==> config.mk <==
export PLATFORM = sky130hd
export DESIGN_NAME = dcd_core
export DESIGN_NICKNAME = d
export VERILOG_FILES = /design/src/rtl/dcd_pkg.sv /design/src/rtl/dcd_bank_timer.sv /design/src/rtl/dcd_core.sv
export SDC_FILE = /design/constraint.sdc
export NUM_CORES = 1
export LEC_CHECK = 0
export BUFFER_PORTS_ARGS = -buffer_cell sky130_fd_sc_hd__clkbuf_2
export CAP_MARGIN = 20
export CORE_ASPECT_RATIO = 0.8
export CORE_MARGIN = 10
export CORE_UTILIZATION = 45
export CTS_CLUSTER_DIAMETER = 50
export DETAILED_ROUTE_END_ITERATION = 7
export PLACE_DENSITY = 0.68
export SLEW_MARGIN = 20
export SYNTH_ARGS = -nofsm -noshare
export SYNTH_HDL_FRONTEND = slang
export SYNTH_SLANG_ARGS = --single-unit
==> constraint.sdc <==
create_clock -name sys_clk_i -period 3.2 [get_ports sys_clk_i]
set_input_delay 0.32 -clock sys_clk_i [delete_from_list [all_inputs] [get_ports sys_clk_i]]
set_output_delay 0.32 -clock sys_clk_i [all_outputs]
set_load 0.005 [all_outputs]
==> src/rtl/dcd_pkg.sv <==
// Package with command codes, state encodings and timing counts for the decoder.
package dcd_pkg;

    localparam int NUM_BANKS   = 4;
    localparam int ADDR_W      = 13;
    localparam int BA_W        = 2;
    localparam int AP_BIT      = 10;
    localparam int MODE_W      = ADDR_W + BA_W;

    // Burst length and bank timings in clock cycles.
    localparam int BURST_LEN   = 4;
    localparam int T_RP_CYC    = 3;
    localparam int T_WR_CYC    = 2;
    localparam int RD_AP_CYC   = BURST_LEN / 2 + T_RP_CYC;
    localparam int WR_AP_CYC   = BURST_LEN / 2 + 1 + T_WR_CYC + T_RP_CYC;
    localparam int BLK_W       = 4;

    // Self-refresh exit interval and read lock-out after exit.
    localparam int T_XSR_NS    = 200;
    localparam int CLK_NS      = 5;
    localparam int XSR_CYC     = (T_XSR_NS + CLK_NS - 1) / CLK_NS;
    localparam int DLL_LOCK_CYC = 200;
    localparam int LOCK_W      = 8;

    // Encoded command strobes {ras_n, cas_n, we_n}.
    localparam logic [2:0] CODE_MRS  = 3'h0;
    localparam logic [2:0] CODE_REF  = 3'h1;
    localparam logic [2:0] CODE_PRE  = 3'h2;
    localparam logic [2:0] CODE_ACT  = 3'h3;
    localparam logic [2:0] CODE_WR   = 3'h4;
    localparam logic [2:0] CODE_RD   = 3'h5;
    localparam logic [2:0] CODE_BST  = 3'h6;
    localparam logic [2:0] CODE_NOP  = 3'h7;

    typedef enum logic [3:0] {
        CMD_NONE  = 4'h0,
        CMD_MRS   = 4'h1,
        CMD_EMRS  = 4'h2,
        CMD_ACT   = 4'h3,
        CMD_RD    = 4'h4,
        CMD_WR    = 4'h5,
        CMD_PRE   = 4'h6,
        CMD_PREA  = 4'h7,
        CMD_BST   = 4'h8,
        CMD_REF   = 4'h9
    } dcd_cmd_e;

    typedef enum logic [3:0] {
        ST_IDLE    = 4'h1,
        ST_PPD     = 4'h2,
        ST_APD     = 4'h4,
        ST_SREF    = 4'h8
    } dcd_state_e;

    // Pins sampled from the controller on each rising edge.
    typedef struct packed {
        logic              cke;
        logic              cs_n;
        logic              ras_n;
        logic              cas_n;
        logic              we_n;
        logic [ADDR_W-1:0] addr;
        logic [BA_W-1:0]   ba;
        logic              dm;
    } dcd_pins_s;

    // Decoded command as the core reports it.
    typedef struct packed {
        dcd_cmd_e          cmd;
        logic              auto_pre;
        logic [BA_W-1:0]   ba;
        logic [MODE_W-1:0] operand;
    } dcd_cmd_s;

endpackage

==> src/rtl/dcd_bank_timer.sv <==
// One bank's open flag and autoprecharge blocking counter.
`timescale 1ns/100ps
module dcd_bank_timer
    import dcd_pkg::*;
#(
    parameter int CNT_W = BLK_W
)
(
    input  wire logic             sys_clk_i,
    input  wire logic             srst_i,
    input  wire logic             ce_i,
    input  wire logic             open_i,
    input  wire logic             close_i,
    input  wire logic             load_i,
    input  wire logic [CNT_W-1:0] load_val_i,
    output logic                  open_o,
    output logic                  busy_o
);

    logic             open_q;
    logic [CNT_W-1:0] cnt;
    logic             next_open;
    logic [CNT_W-1:0] next_cnt;

    always_comb
    begin
        next_open = open_q;
        next_cnt  = cnt;
        if (cnt != '0)
        begin
            next_cnt = cnt - 1'b1;
        end
        if (close_i)
        begin
            next_open = 1'b0;
        end
        else if (open_i)
        begin
            next_open = 1'b1;
        end
        // Autoprecharge closes the row at issue; the counter then blocks it.
        if (load_i)
        begin
            next_open = 1'b0;
            next_cnt  = load_val_i;
        end
    end

    always_ff @(posedge sys_clk_i)
    begin
        if (srst_i)
        begin
            open_q <= 1'b0;
            cnt    <= '0;
        end
        else if (ce_i)
        begin
            open_q <= next_open;
            cnt    <= next_cnt;
        end
    end

    assign open_o = open_q;
    assign busy_o = (cnt != '0);
endmodule

==> src/rtl/dcd_core.sv <==
// Command decoder and clock-enable power-state logic for a four-bank DDR part.
// How it works
// - Clock enable sampled each edge and compared with previous sample.
// - Action uses the command decoded from the pins at the edge plus state held before the edge.
// - Enable falling, all banks idle, deselect or nop: precharge power-down.
// - Enable falling, some bank open, deselect or nop: active power-down.
// - Auto refresh with enable falling and banks idle: self refresh.
// - Commands decode from chip select, RAS, CAS, WE; A10 is autoprecharge.
// - Write-mask inputs never affect command decoding.
// - Mode register operand comes from A0 to A12 and both bank bits.
// - Write recovery time is honoured before the internal precharge.
// - Precharge with A10 high closes all banks, else the addressed one.
// - Power-down holds while enable low and exits when enable high.
`timescale 1ns/100ps
module dcd_core
    import dcd_pkg::*;
#(
    parameter int NBANK = NUM_BANKS
)
(
    input  wire logic       sys_clk_i,
    input  wire logic       srst_i,
    input  wire logic       ce_i,
    input  wire dcd_pins_s  pins_i,
    output dcd_cmd_s        cmd_o,
    output logic            cmd_valid_o,
    output dcd_state_e      state_o,
    output logic [NBANK-1:0] bank_open_o,
    output logic [NBANK-1:0] bank_busy_o,
    output logic [MODE_W-1:0] mode_reg_o,
    output logic [MODE_W-1:0] ext_mode_reg_o,
    output logic            illegal_o,
    output logic            read_ready_o
);

    dcd_state_e        state;
    dcd_state_e        next_state;
    logic              cke_prev;
    dcd_cmd_s          dec;
    dcd_cmd_s          cmd_q;
    dcd_cmd_s          next_cmd;
    logic              cmd_valid_q;
    logic              next_cmd_valid;
    logic              illegal_q;
    logic              next_illegal;
    logic [MODE_W-1:0] mode_q;
    logic [MODE_W-1:0] emode_q;
    logic [MODE_W-1:0] next_mode;
    logic [MODE_W-1:0] next_emode;
    logic [LOCK_W-1:0] lock_cnt;
    logic [LOCK_W-1:0] next_lock_cnt;
    logic              ready_q;
    logic              next_ready;
    logic              is_nop;
    logic              any_open;
    logic              normal;
    logic [NBANK-1:0]  b_open;
    logic [NBANK-1:0]  b_busy;
    logic [NBANK-1:0]  open_req;
    logic [NBANK-1:0]  close_req;
    logic [NBANK-1:0]  load_req;
    logic [BLK_W-1:0]  load_val;
    logic [NBANK-1:0]  open_q;
    logic [NBANK-1:0]  busy_q;

    // Strobe decode ignores the mask pin entirely.
    always_comb
    begin
        dec.cmd      = CMD_NONE;
        dec.auto_pre = pins_i.addr[AP_BIT];
        dec.ba       = pins_i.ba;
        dec.operand  = {pins_i.ba, pins_i.addr};
        is_nop       = 1'b1;
        if (!pins_i.cs_n)
        begin
            is_nop = 1'b0;
            case ({pins_i.ras_n, pins_i.cas_n, pins_i.we_n})
                CODE_MRS: dec.cmd = (pins_i.ba[0]) ? CMD_EMRS : CMD_MRS;
                CODE_REF: dec.cmd = CMD_REF;
                CODE_PRE: dec.cmd = (pins_i.addr[AP_BIT]) ? CMD_PREA
                                                          : CMD_PRE;
                CODE_ACT: dec.cmd = CMD_ACT;
                CODE_WR:  dec.cmd = CMD_WR;
                CODE_RD:  dec.cmd = CMD_RD;
                CODE_BST: dec.cmd = CMD_BST;
                CODE_NOP: is_nop  = 1'b1;
                default:  dec.cmd = CMD_NONE;
            endcase
        end
    end

    assign any_open = |open_q;
    // Normal decode only when enable was and is high and not powered down.
    assign normal = cke_prev && pins_i.cke && (state == ST_IDLE);

    // Power state; decided from the state before this edge.
    always_comb
    begin
        next_state   = state;
        next_illegal = 1'b0;
        case (state)
            ST_IDLE:
            begin
                if (cke_prev && !pins_i.cke)
                begin
                    if (is_nop && !any_open)
                        next_state = ST_PPD;
                    else if (is_nop)
                        next_state = ST_APD;
                    else if (dec.cmd == CMD_REF && !any_open)
                        next_state = ST_SREF;
                    else
                        next_illegal = 1'b1;
                end
                else if (!cke_prev && !pins_i.cke)
                begin
                    next_illegal = 1'b1;
                end
            end
            ST_PPD, ST_APD:
            begin
                if (pins_i.cke)
                begin
                    next_state = ST_IDLE;
                    next_illegal = !is_nop;
                end
            end
            ST_SREF:
            begin
                if (pins_i.cke)
                begin
                    next_state = ST_IDLE;
                    next_illegal = !is_nop;
                end
            end
            default: next_state = ST_IDLE;
        endcase
    end

    // Bank tracking and autoprecharge windows.
    always_comb
    begin
        open_req  = '0;
        close_req = '0;
        load_req  = '0;
        load_val  = BLK_W'(RD_AP_CYC);
        if (normal)
        begin
            case (dec.cmd)
                CMD_ACT: open_req[dec.ba] = 1'b1;
                CMD_PRE: close_req[dec.ba] = 1'b1;
                CMD_PREA: close_req = '1;
                CMD_RD:
                begin
                    load_req[dec.ba] = dec.auto_pre;
                end
                CMD_WR:
                begin
                    load_req[dec.ba] = dec.auto_pre;
                    load_val = BLK_W'(WR_AP_CYC);
                end
                default: load_req = '0;
            endcase
        end
    end

    genvar g;
    generate
        for (g = 0; g < NBANK; g++)
        begin : g_bank
            dcd_bank_timer #(
                .CNT_W (BLK_W)
            ) u_bank (
                .sys_clk_i  (sys_clk_i),
                .srst_i     (srst_i),
                .ce_i       (ce_i),
                .open_i     (open_req[g]),
                .close_i    (close_req[g]),
                .load_i     (load_req[g]),
                .load_val_i (load_val),
                .open_o     (open_q[g]),
                .busy_o     (busy_q[g])
            );
        end
    endgenerate

    // Command output, mode registers, read lock-out after self refresh.
    always_comb
    begin
        next_cmd       = dec;
        next_cmd_valid = normal && (dec.cmd != CMD_NONE);
        next_mode      = mode_q;
        next_emode     = emode_q;
        next_lock_cnt  = lock_cnt;
        if (lock_cnt != '0)
            next_lock_cnt = lock_cnt - 1'b1;
        if (state == ST_SREF && pins_i.cke)
            next_lock_cnt = LOCK_W'(DLL_LOCK_CYC);
        if (normal && dec.cmd == CMD_MRS && !any_open)
            next_mode = dec.operand;
        if (normal && dec.cmd == CMD_EMRS && !any_open)
            next_emode = dec.operand;
        // Ready is registered so the output leaves a flop, in step with the count.
        next_ready     = (next_lock_cnt == '0);
    end

    always_ff @(posedge sys_clk_i)
    begin
        if (srst_i)
        begin
            state       <= ST_IDLE;
            cke_prev    <= 1'b0;
            cmd_q       <= '0;
            cmd_valid_q <= 1'b0;
            illegal_q   <= 1'b0;
            mode_q      <= '0;
            emode_q     <= '0;
            lock_cnt    <= '0;
            ready_q     <= 1'b1;
            b_open      <= '0;
            b_busy      <= '0;
        end
        else if (ce_i)
        begin
            state       <= next_state;
            cke_prev    <= pins_i.cke;
            cmd_q       <= next_cmd;
            cmd_valid_q <= next_cmd_valid;
            illegal_q   <= next_illegal;
            mode_q      <= next_mode;
            emode_q     <= next_emode;
            lock_cnt    <= next_lock_cnt;
            ready_q     <= next_ready;
            b_open      <= open_q;
            b_busy      <= busy_q;
        end
    end

    assign cmd_o          = cmd_q;
    assign cmd_valid_o    = cmd_valid_q;
    assign state_o        = state;
    assign bank_open_o    = b_open;
    assign bank_busy_o    = b_busy;
    assign mode_reg_o     = mode_q;
    assign ext_mode_reg_o = emode_q;
    assign illegal_o      = illegal_q;
    assign read_ready_o   = ready_q;

    // One check per bank, so the bank index cannot drift during the window.
    for (g = 0; g < NBANK; g++)
    begin : g_chk

    end
endmodule

# --- Word-level counts from Yosys, hierarchy flattened ---
# Index checks and enable logic that the tools add are counted.
word_totals:
  elab_cells: 150
  out_inout_bits: 67
  register_bits: 96
  input_bits: 24
op_classes:
  reduce_logical: 47
  magnitude_cmp: 2
  eq_ne: 22
  add_sub_neg: 5
  mux: 51
  n_bitwise: 1
op_table:
  columns: ["operator", "n"]
  rows:
  - ["$mux W4", 21]
  - ["$pmux W4 S7", 1]
  - ["$mux W1", 22]
  - ["$eq A4 B3 Y1 const B", 5]
  - ["$reduce_and A2 Y1", 10]
  - ["$reduce_bool A4 Y1", 5]
  - ["$mux W8", 2]
  - ["$pmux W4 S2", 2]
  - ["$sub A4 B1 Y4 const B", 4]
  - ["$logic_and A1 B1 Y1", 13]
  - ["$eq A3 B3 Y1 const B", 4]
  - ["$eq A4 B2 Y1 const B", 3]
  - ["$reduce_bool A3 Y1", 4]
  - ["$eq A4 B1 Y1 const B", 2]
  - ["$eq A4 B4 Y1 const B", 2]
  - ["$logic_not A8 Y1", 1]
  - ["$reduce_bool A2 Y1", 4]
  - ["$reduce_bool A8 Y1", 1]
  - ["$sub A8 B1 Y8 const B", 1]
  - ["$eq A3 B2 Y1 const B", 2]
  - ["$and A4 B4 Y4", 1]
  - ["$logic_not A1 Y1", 4]
  - ["$ne A2 B1 Y1 const B", 2]
  - ["$ne A4 B2 Y1 const B", 1]
  - ["other kinds (11)", 11]

# --- Depth between registers and ports, before layout ---
depth:
  ltp_word: 10
  depth_mapped: 8
  ltp_nobuf: 7

# --- Cells and area by module ---
# A second synthesis with hierarchy kept.
unflattened:
  cells_unflattened: 524
  area_unflattened_um2: 4667.0
modules_own_cells:
  columns: ["module", "seq_area_each_um2", "cells_per_inst", "area_per_inst_um2", "n_inst"]
  rows:
  - ["dcd_core", 1461.4, 368, 3420.8, 1]
  - ["dcd_bank_timer", 100.1, 39, 311.5, 4]

# --- Worst setup path after synthesis ---
# Ideal clock, no wire load.
synth_path:
  path_type: "register -> register"
  start: "reg state[3], in the netlist state_o[3]"
  end: "reg emode_q[10], in the netlist ext_mode_reg_o[10]"
  t_arrival_ns: 2.411
  setup_ns: 0.128
  path_stages_with_launch: 9
  period_less_slack_ns: 2.539
  required_ns: 3.072
  setup_slack_ns: 0.661
  n_path_buf: 3
  path_cell_list: "dfxtp_1 -> or4b_1 -> buf_2 -> or3_1 -> buf_2 -> nor4b_4 -> buf_6 -> mux2i_1 -> nor2_1"
synth_between:
  elab_chain_len: 5
synth_rtl:
  columns: ["item", "line_no", "source"]
  rows:
  - ["start, declared", "dcd_core.sv:36", "dcd_state_e state;"]
  - ["start signal, assigned", "dcd_core.sv:225", "state <= next_state;"]
  - ["$eq A4 B1 Y1", "dcd_core.sv:94", "assign normal = cke_prev && pins_i.cke && (state == ST_IDLE);"]
  - ["$logic_and A1 B1 Y1", "dcd_core.sv:94", null]
  - ["$logic_and A1 B1 Y1 (2 in a row)", "dcd_core.sv:201", "if (normal && dec.cmd == CMD_EMRS && !any_open)"]
  - ["$reduce_and A2 Y1 (no source line)", null, null]
  - ["end signal, assigned", "dcd_core.sv:231", "emode_q <= next_emode;"]
  - ["end, declared", "dcd_core.sv:47", "logic [MODE_W-1:0] emode_q;"]
# No other way between the ends.
# A chain may end at the register's enable or synchronous reset.

# --- Final worst setup path ---
layout_path:
  start: "reg state[3], in the netlist state_o[3]"
  end: "reg g_bank[3].u_bank.cnt[2]"
layout_between:
  elab_chain_len: 5
  word_cells_on_any_way: 7
  classes_between: "1 x eq/ne; 3 x mux; 3 x reduce/logical"
layout_rtl:
  columns: ["item", "line_no", "source"]
  rows:
  - ["$eq A4 B1 Y1 *", "dcd_core.sv:94", null]
  - ["$logic_and A1 B1 Y1 *", "dcd_core.sv:94", null]
  - ["$mux W4", "dcd_core.sv:147", "if (normal)"]
  - ["$reduce_bool A2 Y1 (no source line)", null, null]
  - ["$reduce_and A2 Y1 (no source line)", null, null]
  - ["end signal, assigned", "dcd_bank_timer.sv:59", "cnt <= next_cnt;"]
  - ["end, declared", "dcd_bank_timer.sv:21", "logic [CNT_W-1:0] cnt;"]
# Mark *: on every way between the ends. The rest lies on a longest branch, timed or not.

==> results.md <==
* Post-synthesis cell count at 515
* Remaining DRCs at 0
* Routed wl met2 at 5.08 mm
* Startpoint type of the worst setup path: register
* Post-DP Area at 0.00491 mm²
* Req. time, crit path at 3.44 ns
* Congestion Overflow GR at 0
* DRT iter0 DRCs at 380
* Finished layout cell area at 0.00522 mm²
* Clock transition at path regs at 0.08 ns
* Die ar. at 0.0142 mm²
* Final ANT Viol Nets at 0
* Layout cells sized above 1 at 21.6%
* Total clock sinks at 93
* Hold Crit Class: primary input to register
* Final setup viols at 0
* Via count at 3945
* Netlist Area Pre-Place at 0.00442 mm²
* Max layer used: met4
* Largest net degree at the start of global routing at 50
* Vias in the first global route at 3652
* Filler instances at 868
* Post-Syn Nets at 549
* CTS tree: built
* Initial antenna violation count at 0
* Met1 Routed Length at 5.23 mm
* Setup crit start: state_o[3]
* Critical path type: register to register
* Post-DP HPWL at 8.16 mm
* R2R Path End: g_bank[3].u_bank.cnt[2]
* First-pass GRT wire length at 18.4 mm
* Routed WL at 11.4 mm
* Max clock buf depth at 2
* Critical path endpoint: g_bank[3].u_bank.cnt[2]
* Yosys warns at 0
* Final Hold Violating Endpoints at 0
* Final slew viol count at 0
* Htree depth at 3
* Effective utilization at floorplan at 46.0%
* RSZ-0062 raised after global routing: false
* Commonest non-fill, non-tap cell in the layout: dfxtp_1
* Worst-Skew Late Latency at 0.35 ns
* Root Buffer: clkbuf_16
* Crit Path Max Fanout at 11
* Drt pass-1 iters at 5
* Worst Setup End Kind: register
* Lkg Pwr at 0.00214 µW
* Ys flop type: dfxtp_1
* Routed wl met3 at 993 µm
* Fmax at 364 MHz
* Final worst path period share at 86.0%
* Number of CTS-inserted buffers at 9
* Post-CTS Setup Repair Bufs at 0
* WL per Instance at 16.1 µm
* Seq cells post-synth at 93
* Ys async rst share at 0%
* Slew HR at 51.8%
* Critical path data arrival time at 2.99 ns
* Flop2flop setup slack at 0.45 ns
* Max rail drop VDD at 0.324 mV
* Setup TNS at 0 ns
* RD Place Congestion at 0.866
* Clock Skew at 0.0114 ns
* Port Buf Inserts at 89
* # rows at 32
* All-Layer GR Usage at 15.9%
* R2r startpoint: state_o[3]
* Die Ht at 109 µm
* R2R depth at 5
* Die width at 131 µm
* Fin nets at 618
* Area Overhead vs Synth at 18.1%
* Hold Buf Count CTS at 0
* Post-cts sizing count at 0
* Most frequent cells in the layout: dfxtp_1 (93), clkbuf_2 (89), nor2_1 (81)
* Number of top-level pins at 91
* Via density at 5.57
* Number of synthesized flops with an enable pin at 0
* N_diodes at 0
* Min cycle time layout at 2.75 ns
* Max-cap violations at 0
* Power density over the cells at 713 mW/mm²
* Unique masters post-synth at 54
* Measured slew at the worst slew-check pin at 0.704 ns
* CORE AREA at 0.00961 mm²
* Status: finished clean
* Sequential-to-total area share from yosys stat at 42.1%
* Mean area per synthesized cell at 8.58 µm²
cells in the mapped netlist (all sizes together), types with 8 or more instances:
master   n  area, µm²
dfxtp   93       1860
o21ai   23        115
a211oi   8       60.1
a21oi   39        195
buf     10       67.6
inv     18       67.6
nor2    81        304
nor4    11       83.8
ha      10        125
nand2   29        109
nor3    19       95.1
mux2i   51        510
clkbuf  29        109
per-layer routing:
layer	vias up	global-route usage (%)
li1	1952	-
met1	1850	20.4
met2	136	24.4
met3	7	7.18
met4	0	3.01
met5	-	0
stage by stage:
step / instances / hold WS (ns) / worst slack, ns / power, µW / util [%]
after floorplan: 515 / 0.447 / 0.661 / 2380 / -
after global placement: 692 / 0.445 / 0.524 / 2590 / 51.1
after detailed placement: 692 / 0.450 / 0.462 / 2640 / 51.1
after CTS: 708 / 0.233 / 0.460 / 3740 / 54.3
after global routing: 708 / 0.241 / 0.261 / 3980 / 54.3
final: 708 / 0.235 / 0.449 / 3720 / 54.3
power breakdown:
part / switching, µW / internal [µW] / leakage, µW / total [µW]
Sequential: 149 / 1320 / 0.000757 / 1470
Combinational: 632 / 528 / 0.00123 / 1160
Clock: 526 / 563 / 0.000152 / 1090
logic make-up after synthesis:
| kind of cell | Yosys count | share of synthesized area (%) |
|---|---|---|
| simple gates | 194 | 22.5 |
| compound gates | 106 | 14.8 |
| flops | 93 | 42.1 |
| buf+inv | 58 | 5.60 |
| mux | 51 | 11.5 |
| fa+ha+maj | 10 | 2.83 |
| xor+xnor | 3 | 0.595 |
state kept, by name, indices dropped and copies added, names as in the netlist:
signal and count:
ext_mode_reg_o 15, state_o 4, g_bank.u_bank.cnt 16, bank_open_o 4, illegal_o 1, mode_reg_o 15, lock_cnt 8, cmd_o 19
cmd_valid_o 1, bank_busy_o 4, g_bank.u_bank.open_o 4, cke_prev 1, read_ready_o 1
critical path: stages (launching register included):
cell	delay, ns
dfxtp_1	0.36
or4b_1	0.73
or4_1	0.80
o21ai_0	0.40
a21boi_0	0.15
o21ba_2	0.21
worst min-delay path by stage:
stage | startpoint | endpoint | slack (ns) | depth (start not counted)
5_1_grt | pins_i[15] | mode_reg_o[12] | 0.24 | 3
3_3_place_gp | bank_busy_o[3] | bank_busy_o[3] | 0.45 | 2
6_report | pins_i[14] | cmd_o[11] | 0.23 | 3
3_5_place_dp | bank_busy_o[3] | bank_busy_o[3] | 0.45 | 2
4_1_cts | pins_i[14] | cmd_o[11] | 0.23 | 3
2_1_floorplan | g_bank[2].u_bank.cnt[3] | g_bank[2].u_bank.cnt[3] | 0.45 | 2
layout make-up:
class | count | area (µm²) | area share [%]
clock buffers | 9 | 225 | 4.31
repair buffers | 97 | 518 | 9.92
well taps | 119 | 149 | 2.85
flip-flops and latches | 93 | 1860 | 35.7
inverters | 19 | 71.3 | 1.37
multi-input cells | 364 | 2310 | 44.3
clock inverters | 7 | 83.8 | 1.61
No activity file was read; power rests on OpenSTA's default activity.
